`config.mk`:
```
export PLATFORM = sky130hd
export DESIGN_NAME = sbdtc_bus_ctrl
export DESIGN_NICKNAME = d
export VERILOG_FILES = /design/src/inc/sbdtc_pkg.sv /design/src/design/sbdtc_delay_timer.sv /design/src/design/sbdtc_bus_ctrl.sv
export SDC_FILE = /design/constraint.sdc
export NUM_CORES = 1
export LEC_CHECK = 0
export ABC_CLOCK_PERIOD_IN_PS = 4400
export BUFFER_PORTS_ARGS = -buffer_cell sky130_fd_sc_hd__buf_2
export CELL_PAD_IN_SITES_DETAIL_PLACEMENT = 1
export CELL_PAD_IN_SITES_GLOBAL_PLACEMENT = 1
export CORE_MARGIN = 5
export CORE_UTILIZATION = 45
export CTS_CLUSTER_DIAMETER = 50
export DETAILED_ROUTE_END_ITERATION = 8
export GPL_ROUTABILITY_DRIVEN = 0
export GPL_TIMING_DRIVEN = 1
export HOLD_SLACK_MARGIN = 0.15
export PLACE_DENSITY_LB_ADDON = 0.1
export SYNTH_ARGS = -nofsm -noshare
export SYNTH_HDL_FRONTEND = slang
export SYNTH_SLANG_ARGS = --single-unit
```
`constraint.sdc`:
```
create_clock -name clk -period 4.4 [get_ports clk]
set_input_delay 0.22 -clock clk [delete_from_list [all_inputs] [get_ports clk]]
set_output_delay 0.22 -clock clk [all_outputs]
set_load 0.05 [all_outputs]
```
`src/inc/sbdtc_pkg.sv`:
```
// Timing constants and helper functions for the SCSI bus controller
package sbdtc_pkg;

  // ---------------------------------------------------------------
  // Local clock
  // ---------------------------------------------------------------
  localparam int CLK_PERIOD_NS = 100;

  // ---------------------------------------------------------------
  // Bus timing figures in their own units
  // ---------------------------------------------------------------
  localparam int ARB_DELAY_NS = 2400;
  localparam int BUS_CLEAR_NS = 800;
  localparam int BUS_FREE_NS = 800;
  localparam int BUS_SET_NS = 1800;
  localparam int BUS_SETTLE_NS = 400;
  localparam int DATA_REL_NS = 400;
  localparam int RST_HOLD_US = 25;
  localparam int SEL_ABORT_US = 200;
  localparam int SEL_TIMEOUT_MS = 250;
  localparam int ASSERT_NS = 90;
  localparam int NEGATE_NS = 90;
  localparam int HOLD_NS = 45;
  localparam int FAST_ASSERT_NS = 30;
  localparam int FAST_NEGATE_NS = 30;
  localparam int FAST_HOLD_NS = 10;
  localparam int FAST_LIMIT_NS = 200;

  // ---------------------------------------------------------------
  // Cycle conversion: minimums round up, maximums round down
  // ---------------------------------------------------------------
  function automatic int cyc_min(input int ns);
    int c;
    c = (ns + CLK_PERIOD_NS - 1) / CLK_PERIOD_NS;
    return (c < 1) ? 1 : c;
  endfunction

  function automatic int cyc_max(input int ns);
    int c;
    c = ns / CLK_PERIOD_NS;
    return (c < 1) ? 1 : c;
  endfunction

  localparam int ARB_DELAY_CYC = cyc_min(ARB_DELAY_NS);
  localparam int BUS_CLEAR_CYC = cyc_max(BUS_CLEAR_NS);
  localparam int BUS_FREE_CYC = cyc_min(BUS_FREE_NS);
  localparam int BUS_SET_CYC = cyc_max(BUS_SET_NS);
  localparam int BUS_SETTLE_CYC = cyc_min(BUS_SETTLE_NS);
  localparam int DATA_REL_CYC = cyc_max(DATA_REL_NS);
  localparam int RST_HOLD_CYC = cyc_min(RST_HOLD_US * 1000);
  localparam int SEL_ABORT_CYC = cyc_max(SEL_ABORT_US * 1000);
  localparam int SEL_TIMEOUT_CYC = cyc_min(SEL_TIMEOUT_MS * 1000000);
  localparam int ASSERT_CYC = cyc_min(ASSERT_NS);
  localparam int NEGATE_CYC = cyc_min(NEGATE_NS);
  localparam int HOLD_CYC = cyc_min(HOLD_NS);
  localparam int FAST_ASSERT_CYC = cyc_min(FAST_ASSERT_NS);
  localparam int FAST_NEGATE_CYC = cyc_min(FAST_NEGATE_NS);
  localparam int FAST_HOLD_CYC = cyc_min(FAST_HOLD_NS);

  // ---------------------------------------------------------------
  // Bus ID helpers
  // ---------------------------------------------------------------
  function automatic logic [7:0] id_mask(input logic [2:0] id);
    return 8'h01 << id;
  endfunction

  function automatic logic [2:0] hi_bit(input logic [7:0] v);
    logic [2:0] r;
    r = 3'h0;
    for (int i = 0; i < 8; i++) begin
      if (v[i]) begin
        r = 3'(i);
      end
    end
    return r;
  endfunction

endpackage

```
`src/design/sbdtc_delay_timer.sv`:
```
// Down counter used for protocol delays
`timescale 1ns/100ps
module sbdtc_delay_timer #(
  parameter int CNT_W = 22
) (
  // Clock and reset
  input wire logic clk,
  input wire logic sys_rst,
  // Control
  input wire logic start,
  input wire logic [CNT_W-1:0] load,
  // Status
  output logic done,
  output logic [CNT_W-1:0] count
);
  logic [CNT_W-1:0] count_r;

  assign done = (count_r == '0);
  assign count = count_r;

  always_ff @(posedge clk or posedge sys_rst) begin
    if (sys_rst) begin
      count_r <= '0;
    end else if (start) begin
      count_r <= load;
    end else if (!done) begin
      count_r <= count_r - 1'b1;
    end
  end
endmodule

```
`src/design/sbdtc_bus_ctrl.sv`:
```
// SCSI initiator bus controller: arbitration, selection, transfer, reset
`timescale 1ns/100ps
module sbdtc_bus_ctrl #(
  parameter int CNT_W = 22,
  parameter int SEL_TO_CYC = sbdtc_pkg::SEL_TIMEOUT_CYC
) (
  // Clock and reset
  input wire logic clk,
  input wire logic sys_rst,
  // User control
  input wire logic [2:0] ownId,
  input wire logic [2:0] targetId,
  input wire logic startSel,
  input wire logic atnReq,
  input wire logic busRstReq,
  input wire logic syncEn,
  input wire logic [9:0] syncPeriodNs,
  input wire logic [7:0] txData,
  // User status
  output logic [7:0] rxData,
  output logic rxValid,
  output logic txTaken,
  output logic selDone,
  output logic selTimeout,
  output logic arbLost,
  output logic connected,
  output logic [2:0] busPhase,
  // OR-tied control pins
  input wire logic bsyIn,
  output logic bsyOut,
  output logic bsyOeN,
  input wire logic selIn,
  output logic selOut,
  output logic selOeN,
  input wire logic rstIn,
  output logic rstOut,
  output logic rstOeN,
  // Initiator-owned pins
  output logic atnOut,
  output logic atnOeN,
  output logic ackOut,
  output logic ackOeN,
  // Target-owned pins, sampled only
  input wire logic reqIn,
  input wire logic ioIn,
  input wire logic cdIn,
  input wire logic msgIn,
  // Data bus and parity
  input wire logic [7:0] dbIn,
  output logic [7:0] dbOut,
  output logic [7:0] dbOeN,
  input wire logic parIn,
  output logic parOut,
  output logic parOeN
);
  import sbdtc_pkg::*;

  if (CNT_W < $clog2(SEL_TO_CYC + 1) || SEL_TO_CYC < 1) begin : g_chk
    $error("CNT_W too narrow for selection time-out");
  end

  // ---------------------------------------------------------------
  // Input synchronisers
  // ---------------------------------------------------------------
  logic [15:0] syncA_r, syncB_r;
  always_ff @(posedge clk or posedge sys_rst) begin
    if (sys_rst) begin
      syncA_r <= 16'h0000;
      syncB_r <= 16'h0000;
    end else begin
      syncA_r <= {parIn, bsyIn, selIn, rstIn, reqIn, ioIn, cdIn, msgIn, dbIn};
      syncB_r <= syncA_r;
    end
  end
  wire [7:0] dbS = syncB_r[7:0];
  wire msgS = syncB_r[8];
  wire cdS = syncB_r[9];
  wire ioS = syncB_r[10];
  wire reqS = syncB_r[11];
  wire rstS = syncB_r[12];
  wire selS = syncB_r[13];
  wire bsyS = syncB_r[14];

  // ---------------------------------------------------------------
  // Bus free detection
  // ---------------------------------------------------------------
  logic [7:0] freeCnt_r;
  wire busFree = (freeCnt_r == 8'(BUS_SETTLE_CYC));
  always_ff @(posedge clk or posedge sys_rst) begin
    if (sys_rst) begin
      freeCnt_r <= 8'h00;
    end else if (bsyS || selS) begin
      freeCnt_r <= 8'h00;
    end else if (!busFree) begin
      freeCnt_r <= freeCnt_r + 8'h01;
    end
  end

  // ---------------------------------------------------------------
  // Main state machine
  // ---------------------------------------------------------------
  typedef enum logic [9:0] {
    ST_IDLE = 10'h001, ST_FREE_DLY = 10'h002, ST_ARB = 10'h004,
    ST_SEL_ASSERT = 10'h008, ST_SEL_ID = 10'h010, ST_SEL_WAIT = 10'h020,
    ST_SEL_END = 10'h040, ST_RESEL = 10'h080, ST_CONNECT = 10'h100,
    ST_RST_HOLD = 10'h200
  } sbdtc_state_e;

  sbdtc_state_e state_r, state_nxt;
  logic tmrStart, tmrDone;
  logic [CNT_W-1:0] tmrLoad, tmrCount;
  logic selPend_r;

  sbdtc_delay_timer #(.CNT_W(CNT_W)) u_timer (
    .clk(clk), .sys_rst(sys_rst), .start(tmrStart), .load(tmrLoad),
    .done(tmrDone), .count(tmrCount)
  );

  wire [7:0] ownMask = id_mask(ownId);
  wire [7:0] tgtMask = id_mask(targetId);
  wire arbWin = (hi_bit(dbS) == ownId) && !selS;
  wire reselDet = selS && ioS && !bsyS && ((dbS & ownMask) != 8'h00);
  wire bsyValid = (CNT_W'(SEL_TO_CYC) - tmrCount) > CNT_W'(BUS_SETTLE_CYC);

  always_comb begin
    state_nxt = state_r;
    tmrStart = 1'b0;
    tmrLoad = '0;
    if (busRstReq && state_r != ST_RST_HOLD) begin
      state_nxt = ST_RST_HOLD;
      tmrStart = 1'b1;
      tmrLoad = CNT_W'(RST_HOLD_CYC);
    end else if (rstS && state_r != ST_RST_HOLD) begin
      state_nxt = ST_IDLE;
    end else begin
      unique case (state_r)
        ST_IDLE: begin
          if (reselDet) begin
            state_nxt = ST_RESEL;
          end else if (selPend_r && busFree) begin
            state_nxt = ST_FREE_DLY;
            tmrStart = 1'b1;
            tmrLoad = CNT_W'(BUS_FREE_CYC);
          end
        end
        ST_FREE_DLY: begin
          if (!busFree) begin
            state_nxt = ST_IDLE;
          end else if (tmrDone) begin
            state_nxt = ST_ARB;
            tmrStart = 1'b1;
            tmrLoad = CNT_W'(ARB_DELAY_CYC);
          end
        end
        ST_ARB: begin
          if (selS || (tmrDone && !arbWin)) begin
            state_nxt = ST_IDLE;
          end else if (tmrDone) begin
            state_nxt = ST_SEL_ASSERT;
            tmrStart = 1'b1;
            tmrLoad = CNT_W'(BUS_SETTLE_CYC);
          end
        end
        ST_SEL_ASSERT, ST_SEL_ID: begin
          if (tmrDone) begin
            state_nxt = (state_r == ST_SEL_ASSERT) ? ST_SEL_ID : ST_SEL_WAIT;
            tmrStart = 1'b1;
            tmrLoad = (state_r == ST_SEL_ASSERT) ? CNT_W'(BUS_SETTLE_CYC)
                                                 : CNT_W'(SEL_TO_CYC);
          end
        end
        ST_SEL_WAIT: begin
          if (bsyS && bsyValid) begin
            state_nxt = ST_SEL_END;
            tmrStart = 1'b1;
            tmrLoad = CNT_W'(BUS_SETTLE_CYC);
          end else if (tmrDone) begin
            state_nxt = ST_IDLE;
          end
        end
        ST_SEL_END: begin
          if (tmrDone) begin
            state_nxt = ST_CONNECT;
          end
        end
        ST_RESEL: begin
          if (!selS) begin
            state_nxt = ST_CONNECT;
          end
        end
        ST_CONNECT: begin
          if (busFree) begin
            state_nxt = ST_IDLE;
          end
        end
        ST_RST_HOLD: begin
          if (tmrDone && !busRstReq) begin
            state_nxt = ST_IDLE;
          end
        end
      endcase
    end
  end

  // ---------------------------------------------------------------
  // Drive decode per phase
  // ---------------------------------------------------------------
  wire inSel = state_nxt inside {ST_SEL_ASSERT, ST_SEL_ID, ST_SEL_WAIT, ST_SEL_END};
  wire bsyNxt = state_nxt inside {ST_ARB, ST_SEL_ASSERT, ST_SEL_ID, ST_RESEL};
  wire selNxt = inSel;
  wire atnNxt = atnReq && (state_nxt inside {ST_SEL_ID, ST_SEL_WAIT, ST_SEL_END,
                                            ST_CONNECT});
  wire inConn = (state_r == ST_CONNECT) && (state_nxt == ST_CONNECT);

  // ---------------------------------------------------------------
  // Transfer handshake timing
  // ---------------------------------------------------------------
  // fast set below limit
  wire fastMode = syncPeriodNs < 10'(FAST_LIMIT_NS);
  wire [7:0] asrCyc = fastMode ? 8'(FAST_ASSERT_CYC) : 8'(ASSERT_CYC);
  wire [7:0] negCyc = fastMode ? 8'(FAST_NEGATE_CYC) : 8'(NEGATE_CYC);
  wire [7:0] perCyc = 8'(cyc_min(int'(syncPeriodNs)));
  wire [7:0] gapCyc = (perCyc > asrCyc + negCyc) ? 8'(perCyc - asrCyc) : negCyc;

  logic reqPrev_r, ackPend_r, ackDrv_r, atnDrv_r, bsyDrv_r, selDrv_r, rstDrv_r;
  logic [7:0] ackCnt_r, dbVal_r, dbDrv_r, rxData_r;
  logic rxValid_r, txTaken_r, selDone_r, selTimeout_r, arbLost_r;
  logic [2:0] phase_r;
  wire reqRise = reqS && !reqPrev_r && inConn && !ackPend_r && !ackDrv_r
                 && (ackCnt_r == 8'h00);
  wire ackEnd = ackDrv_r && (syncEn ? (ackCnt_r <= 8'h01) : !reqS);

  always_ff @(posedge clk or posedge sys_rst) begin
    if (sys_rst) begin
      reqPrev_r <= 1'b0;
      ackPend_r <= 1'b0;
      ackDrv_r <= 1'b0;
      ackCnt_r <= 8'h00;
    end else begin
      reqPrev_r <= reqS;
      ackPend_r <= reqRise;
      if (!inConn) begin
        ackDrv_r <= 1'b0;
        ackCnt_r <= 8'h00;
      end else if (ackPend_r) begin
        ackDrv_r <= 1'b1;
        ackCnt_r <= asrCyc;
      end else if (ackEnd) begin
        ackDrv_r <= 1'b0;
        ackCnt_r <= syncEn ? gapCyc : 8'h00;
      end else if (ackCnt_r != 8'h00) begin
        ackCnt_r <= ackCnt_r - 8'h01;
      end
    end
  end

  // ---------------------------------------------------------------
  // Pin drive registers and user status
  // ---------------------------------------------------------------
  always_ff @(posedge clk or posedge sys_rst) begin
    if (sys_rst) begin
      state_r <= ST_IDLE;
      bsyDrv_r <= 1'b0;
      selDrv_r <= 1'b0;
      rstDrv_r <= 1'b0;
      atnDrv_r <= 1'b0;
      dbVal_r <= 8'h00;
      dbDrv_r <= 8'h00;
      selPend_r <= 1'b0;
    end else begin
      state_r <= state_nxt;
      bsyDrv_r <= bsyNxt;
      selDrv_r <= selNxt;
      rstDrv_r <= (state_nxt == ST_RST_HOLD);
      atnDrv_r <= atnNxt;
      if (startSel) begin
        selPend_r <= 1'b1;
      end else if (state_nxt inside {ST_SEL_END, ST_RST_HOLD} || rstS) begin
        selPend_r <= 1'b0;
      end else if (state_r == ST_SEL_WAIT && state_nxt == ST_IDLE) begin
        selPend_r <= 1'b0;
      end
      if (state_nxt == ST_ARB) begin
        dbVal_r <= ownMask;
        dbDrv_r <= ownMask;
      end else if (state_nxt inside {ST_SEL_ID, ST_SEL_WAIT, ST_SEL_END}) begin
        dbVal_r <= ownMask | tgtMask;
        dbDrv_r <= 8'hFF;
      end else if (inConn && !ioS) begin
        if (reqRise) begin
          dbVal_r <= txData;
          dbDrv_r <= 8'hFF;
        end
      end else begin
        dbDrv_r <= 8'h00;
      end
    end
  end

  always_ff @(posedge clk or posedge sys_rst) begin
    if (sys_rst) begin
      rxData_r <= 8'h00;
      rxValid_r <= 1'b0;
      txTaken_r <= 1'b0;
      selDone_r <= 1'b0;
      selTimeout_r <= 1'b0;
      arbLost_r <= 1'b0;
      phase_r <= 3'h0;
    end else begin
      rxValid_r <= reqRise && ioS;
      txTaken_r <= reqRise && !ioS;
      if (reqRise && ioS) begin
        rxData_r <= dbS;
      end
      selDone_r <= (state_r == ST_SEL_END) && (state_nxt == ST_CONNECT);
      selTimeout_r <= (state_r == ST_SEL_WAIT) && (state_nxt == ST_IDLE) && !rstS;
      arbLost_r <= (state_r == ST_ARB) && (state_nxt == ST_IDLE) && !rstS;
      phase_r <= {msgS, cdS, ioS};
    end
  end

  // ---------------------------------------------------------------
  // Output mapping (enable low drives)
  // ---------------------------------------------------------------
  assign bsyOut = 1'b1;
  assign bsyOeN = ~bsyDrv_r;
  assign selOut = 1'b1;
  assign selOeN = ~selDrv_r;
  assign rstOut = 1'b1;
  assign rstOeN = ~rstDrv_r;
  assign atnOut = 1'b1;
  assign atnOeN = ~atnDrv_r;
  assign ackOut = 1'b1;
  assign ackOeN = ~ackDrv_r;
  assign dbOut = dbVal_r;
  assign dbOeN = ~dbDrv_r;
  assign parOut = ~^dbVal_r;
  assign parOeN = ~((dbDrv_r == 8'hFF) && (state_r != ST_ARB));
  assign rxData = rxData_r;
  assign rxValid = rxValid_r;
  assign txTaken = txTaken_r;
  assign selDone = selDone_r;
  assign selTimeout = selTimeout_r;
  assign arbLost = arbLost_r;
  assign connected = (state_r == ST_CONNECT);
  assign busPhase = phase_r;

  // ---------------------------------------------------------------
  // Assertions
  // ---------------------------------------------------------------
  localparam int CLR_MAX = BUS_CLEAR_CYC;
  localparam int DREL_MAX = DATA_REL_CYC;
  localparam int SET_MAX = BUS_SET_CYC;
  logic [8:0] rstAge_r;
  always_ff @(posedge clk or posedge sys_rst) begin
    if (sys_rst) begin
      rstAge_r <= 9'h000;
    end else if (!rstDrv_r) begin
      rstAge_r <= 9'h000;
    end else if (rstAge_r != 9'h1FF) begin
      rstAge_r <= rstAge_r + 9'h001;
    end
  end
endmodule

```
==> results.md <==
- CP required: 4.73 ns
- Pwr dens: 453 nW/um^2
- Final period demand of the worst path: 4.29 ns
- Antenna diodes: 0
- Post-DP HPWL: 18,900 um
- Worst-path fanout max: 4
- Crit path top cell by count: ha_1
- CTS sink cnt: 118
- Layout Area Growth over Synthesis: 23.7%
- Critical path endpoint category: register
- CP Capture Point: ackCnt_r[4]
- Maximum number of pins on one net before global-route repair: 44
- DRC: 0
- Gr usage total: 26.5%
- Clock root buffer master: clkbuf_16
- Hold WC Path Type: input pin to register
- Initial Util: 45.8%
- DIE WIDTH: 143 um
- Vias: 7,822
- Crit path launch type: input pin
- Met3 Usage GRT: 3.88%
- Critical path type: input pin to register
- PnR Total Power: 4.44 mW
- Grt ovf: 0
- Post-synthesis cell count: 909
- Count of warnings emitted by yosys: 0
- Cell breakdown of the critical path: buf_2, inv_1, ha_1, nand4b_1, nor4_1, nor2_1, o22ai_1, a21oi_1, ha_1, nor4b_2, o21ai_2, nand2_1, nor2_1, o32ai_2, nand2_2, a221oi_2, o32ai_1, o221ai_1, nand2_1, ha_1, o21ai_2, o2111ai_2, buf_4, o22ai_1
- First-pass detailed-route iteration total: 6
- Starting DRT DRC Count: 513
- GRT met2 Usage: 47.4%
- Port buffer count: 84
- Mux share of post-synthesis cell area: 1.63%
- Leak: 4.29 nW
- Vias per inst: 6.04
- First-pass GRT wire length: 43,400 um
- Adder-cell share of the synthesized area: 1.58%
- R2r startpoint: u_timer.count[0]
- Die Span Y: 143 um
- Fin. Hold Viols: 0
- Clock skew: 0.0158 ns
- Synth Flop Type: dfrtp_1
- CTS tree: yes
- Slew @ Worst Pin: 0.709 ns
- Initial antenna violation count: 0
- Commonest cells post-synth: dfrtp_1, nand2_1, nor2_1, inv_1, o21ai_0
- Clk buf depth: 2
- Yosys cell types: 101
- Achievable Freq: 233 MHz
- Yosys reg bits: 118
- Final slew viol count: 0
- CTS Buf Count: 17
- Synth Area in Compound Gates: 22.0%
- Syn_area_per_cell: 8.72 um^2
- Critical path's slowest cell: nor4_1
- M1 GR Usage: 33.1%
- Final setup violation count: 0
- CP delay by family, top: compound AO/OA/AOI/OAI gates
- Critical Path Start: syncPeriodNs[1]
- Part of the cycle the worst path needs: 97.6%
- Async S/R FF share, synth: 100%
- Wire per inst: 20.5 um
- Dominant cell by count in the synthesized netlist: dfrtp_1
- Drt total wl: 26,600 um
- Ports: 91
- FF-to-FF setup slack: 0.18 ns
- Clk slew on worst S/H paths: 0.06 ns
- Status: complete, no violations
- Post-synthesis simple-gate area fraction: 26.3%
- Largest family of logic cells by synthesized area: simple AND/OR/NAND/NOR gates
- Share of layout cells above drive strength 1: 24.6%
- Synth area leader: dfrtp_1
- # Max-Cap Violations: 0
- Levels on crit path: 24
- Bufs and invs on worst path: 3
- Synthesized cell area: 7920 um^2
- Hold WS: 0.171 ns
- Busiest grt layer: met2
- DIE AREA: 20,400 um^2
- Clock Latency Late Sink: 0.43 ns
- R2R depth: 13
- Max incr delay on CP: 0.41 ns
- Slew Limit Headroom: 52.3%
- Post-synth EDFFs: 0
- H-tree depth: 4
- # fillers: 2,074
- Seq/Total Area, Yosys: 37.3%
- Core area: 17,300 um^2
- Final net count: 1,114
- Data arrival time of the worst path: 4.63 ns
- Synth top area cells: dfrtp_1, nand2_1, nor2_1
- Post-DRT Antenna Nets: 0
- Number of global-route vias before repair: 8,232
- Yosys top cell area share: 36.9%
- Xor and xnor area share after synthesis: 5.20%
- Site Rows: 48
- Reg2reg end: selPend_r
- Max VDD drop: 368 uV
registers in the layout, indices dropped and copies added, names as in the netlist, 3 cells and up:
signal and cells:
u_timer.count 22, syncA_r 15, syncB_r 15, state_r 10, ackCnt_r 8, dbDrv_r 8
dbOut 8, freeCnt_r 8, rxData 8, busPhase 3
where the power goes:
part | internal (mW) | switching [mW] | total (mW)
clock network | 0.860 | 0.586 | 1.45
logic | 0.561 | 1.09 | 1.65
registers | 1.20 | 0.144 | 1.34
final cells by class:
class                   instances  area (um^2)  area share, %
clock inverters                15          181           1.85
flip-flops and latches        118         2950           30.1
well taps                     225          282           2.87
multi-input cells             692         4600           46.9
repair buffers                173         1150           11.7
clock buffers                  17          425           4.34
inverters                      56          213           2.17
layer usage:
metal	routed length [um]	up-vias
li1	-	3641
met3	1130	61
met1	11200	3903
met2	13600	217
met4	578	0
met5	0	-
per-stage QoR:
step	cell area (um^2)	instances	util, %	TNS [ns]	setup slack (ns)
final	9800	1296	56.7	0	0.106
after floorplan	7950	913	-	0	0.0258
after detailed placement	8840	1234	51.1	-2.30	-0.437
after global routing	9800	1296	56.7	-1.52	-0.295
after CTS	9700	1291	56.1	0	0.0820
after global placement	8840	1234	51.1	-0.895	-0.191
cells in the final DEF (no fill, tap or decap), drive strengths merged, types with 7 or more instances in the layout:
cell type and count:
o21ai 60, and3 11, nand3 36, a21oi 34
nand4 14, o31ai 15, xnor2 31, buf 148
a222oi 8, nor2b 11, and2 8, o211ai 15
or4 7, dfrtp 117, mux2i 8, xor2 16
nor4 24, ha 10, o22ai 16, clkbuf 17
nand2b 17, or3 14, nand2 82, inv 63
nor3 31, a2111oi 7, or2 12, nor2 81
dlygate4sd3 25
how the worst min path moves through the flow:
stage,slack [ns],cells after the start,start,end
global route,0.20,2,busRstReq,rstDrv_r
CTS,0.17,2,busRstReq,rstDrv_r
finish,0.17,2,busRstReq,rstDrv_r
floorplan,0.25,0,dbIn[0],syncA_r[0]
detailed placement,0.27,2,sys_rst,syncA_r[8]
global placement,0.26,2,sys_rst,syncA_r[8]
cells by family after synthesis:
family                     count (synthesis)
other                                      1
DFF                                      118
xor gates and xnor gates                  47
AOI/OAI and AO/OA                        238
muxes                                     12
and+or+nand+nor                          380
adders and majority gates                 10
buffers and inverters                    103
timing repair:
| item | in CTS | in global routing |
|---|---|---|
| resized for setup | 1 | 16 |
| endpoints found under the setup margin | 1 | 26 |
| hold endpoints to repair | 59 | 0 |
| hold buffers | 25 | 0 |
| pin swaps | 0 | 8 |
| buffers inserted | 0 | 5 |
Power figures use the tool's default switching activity.
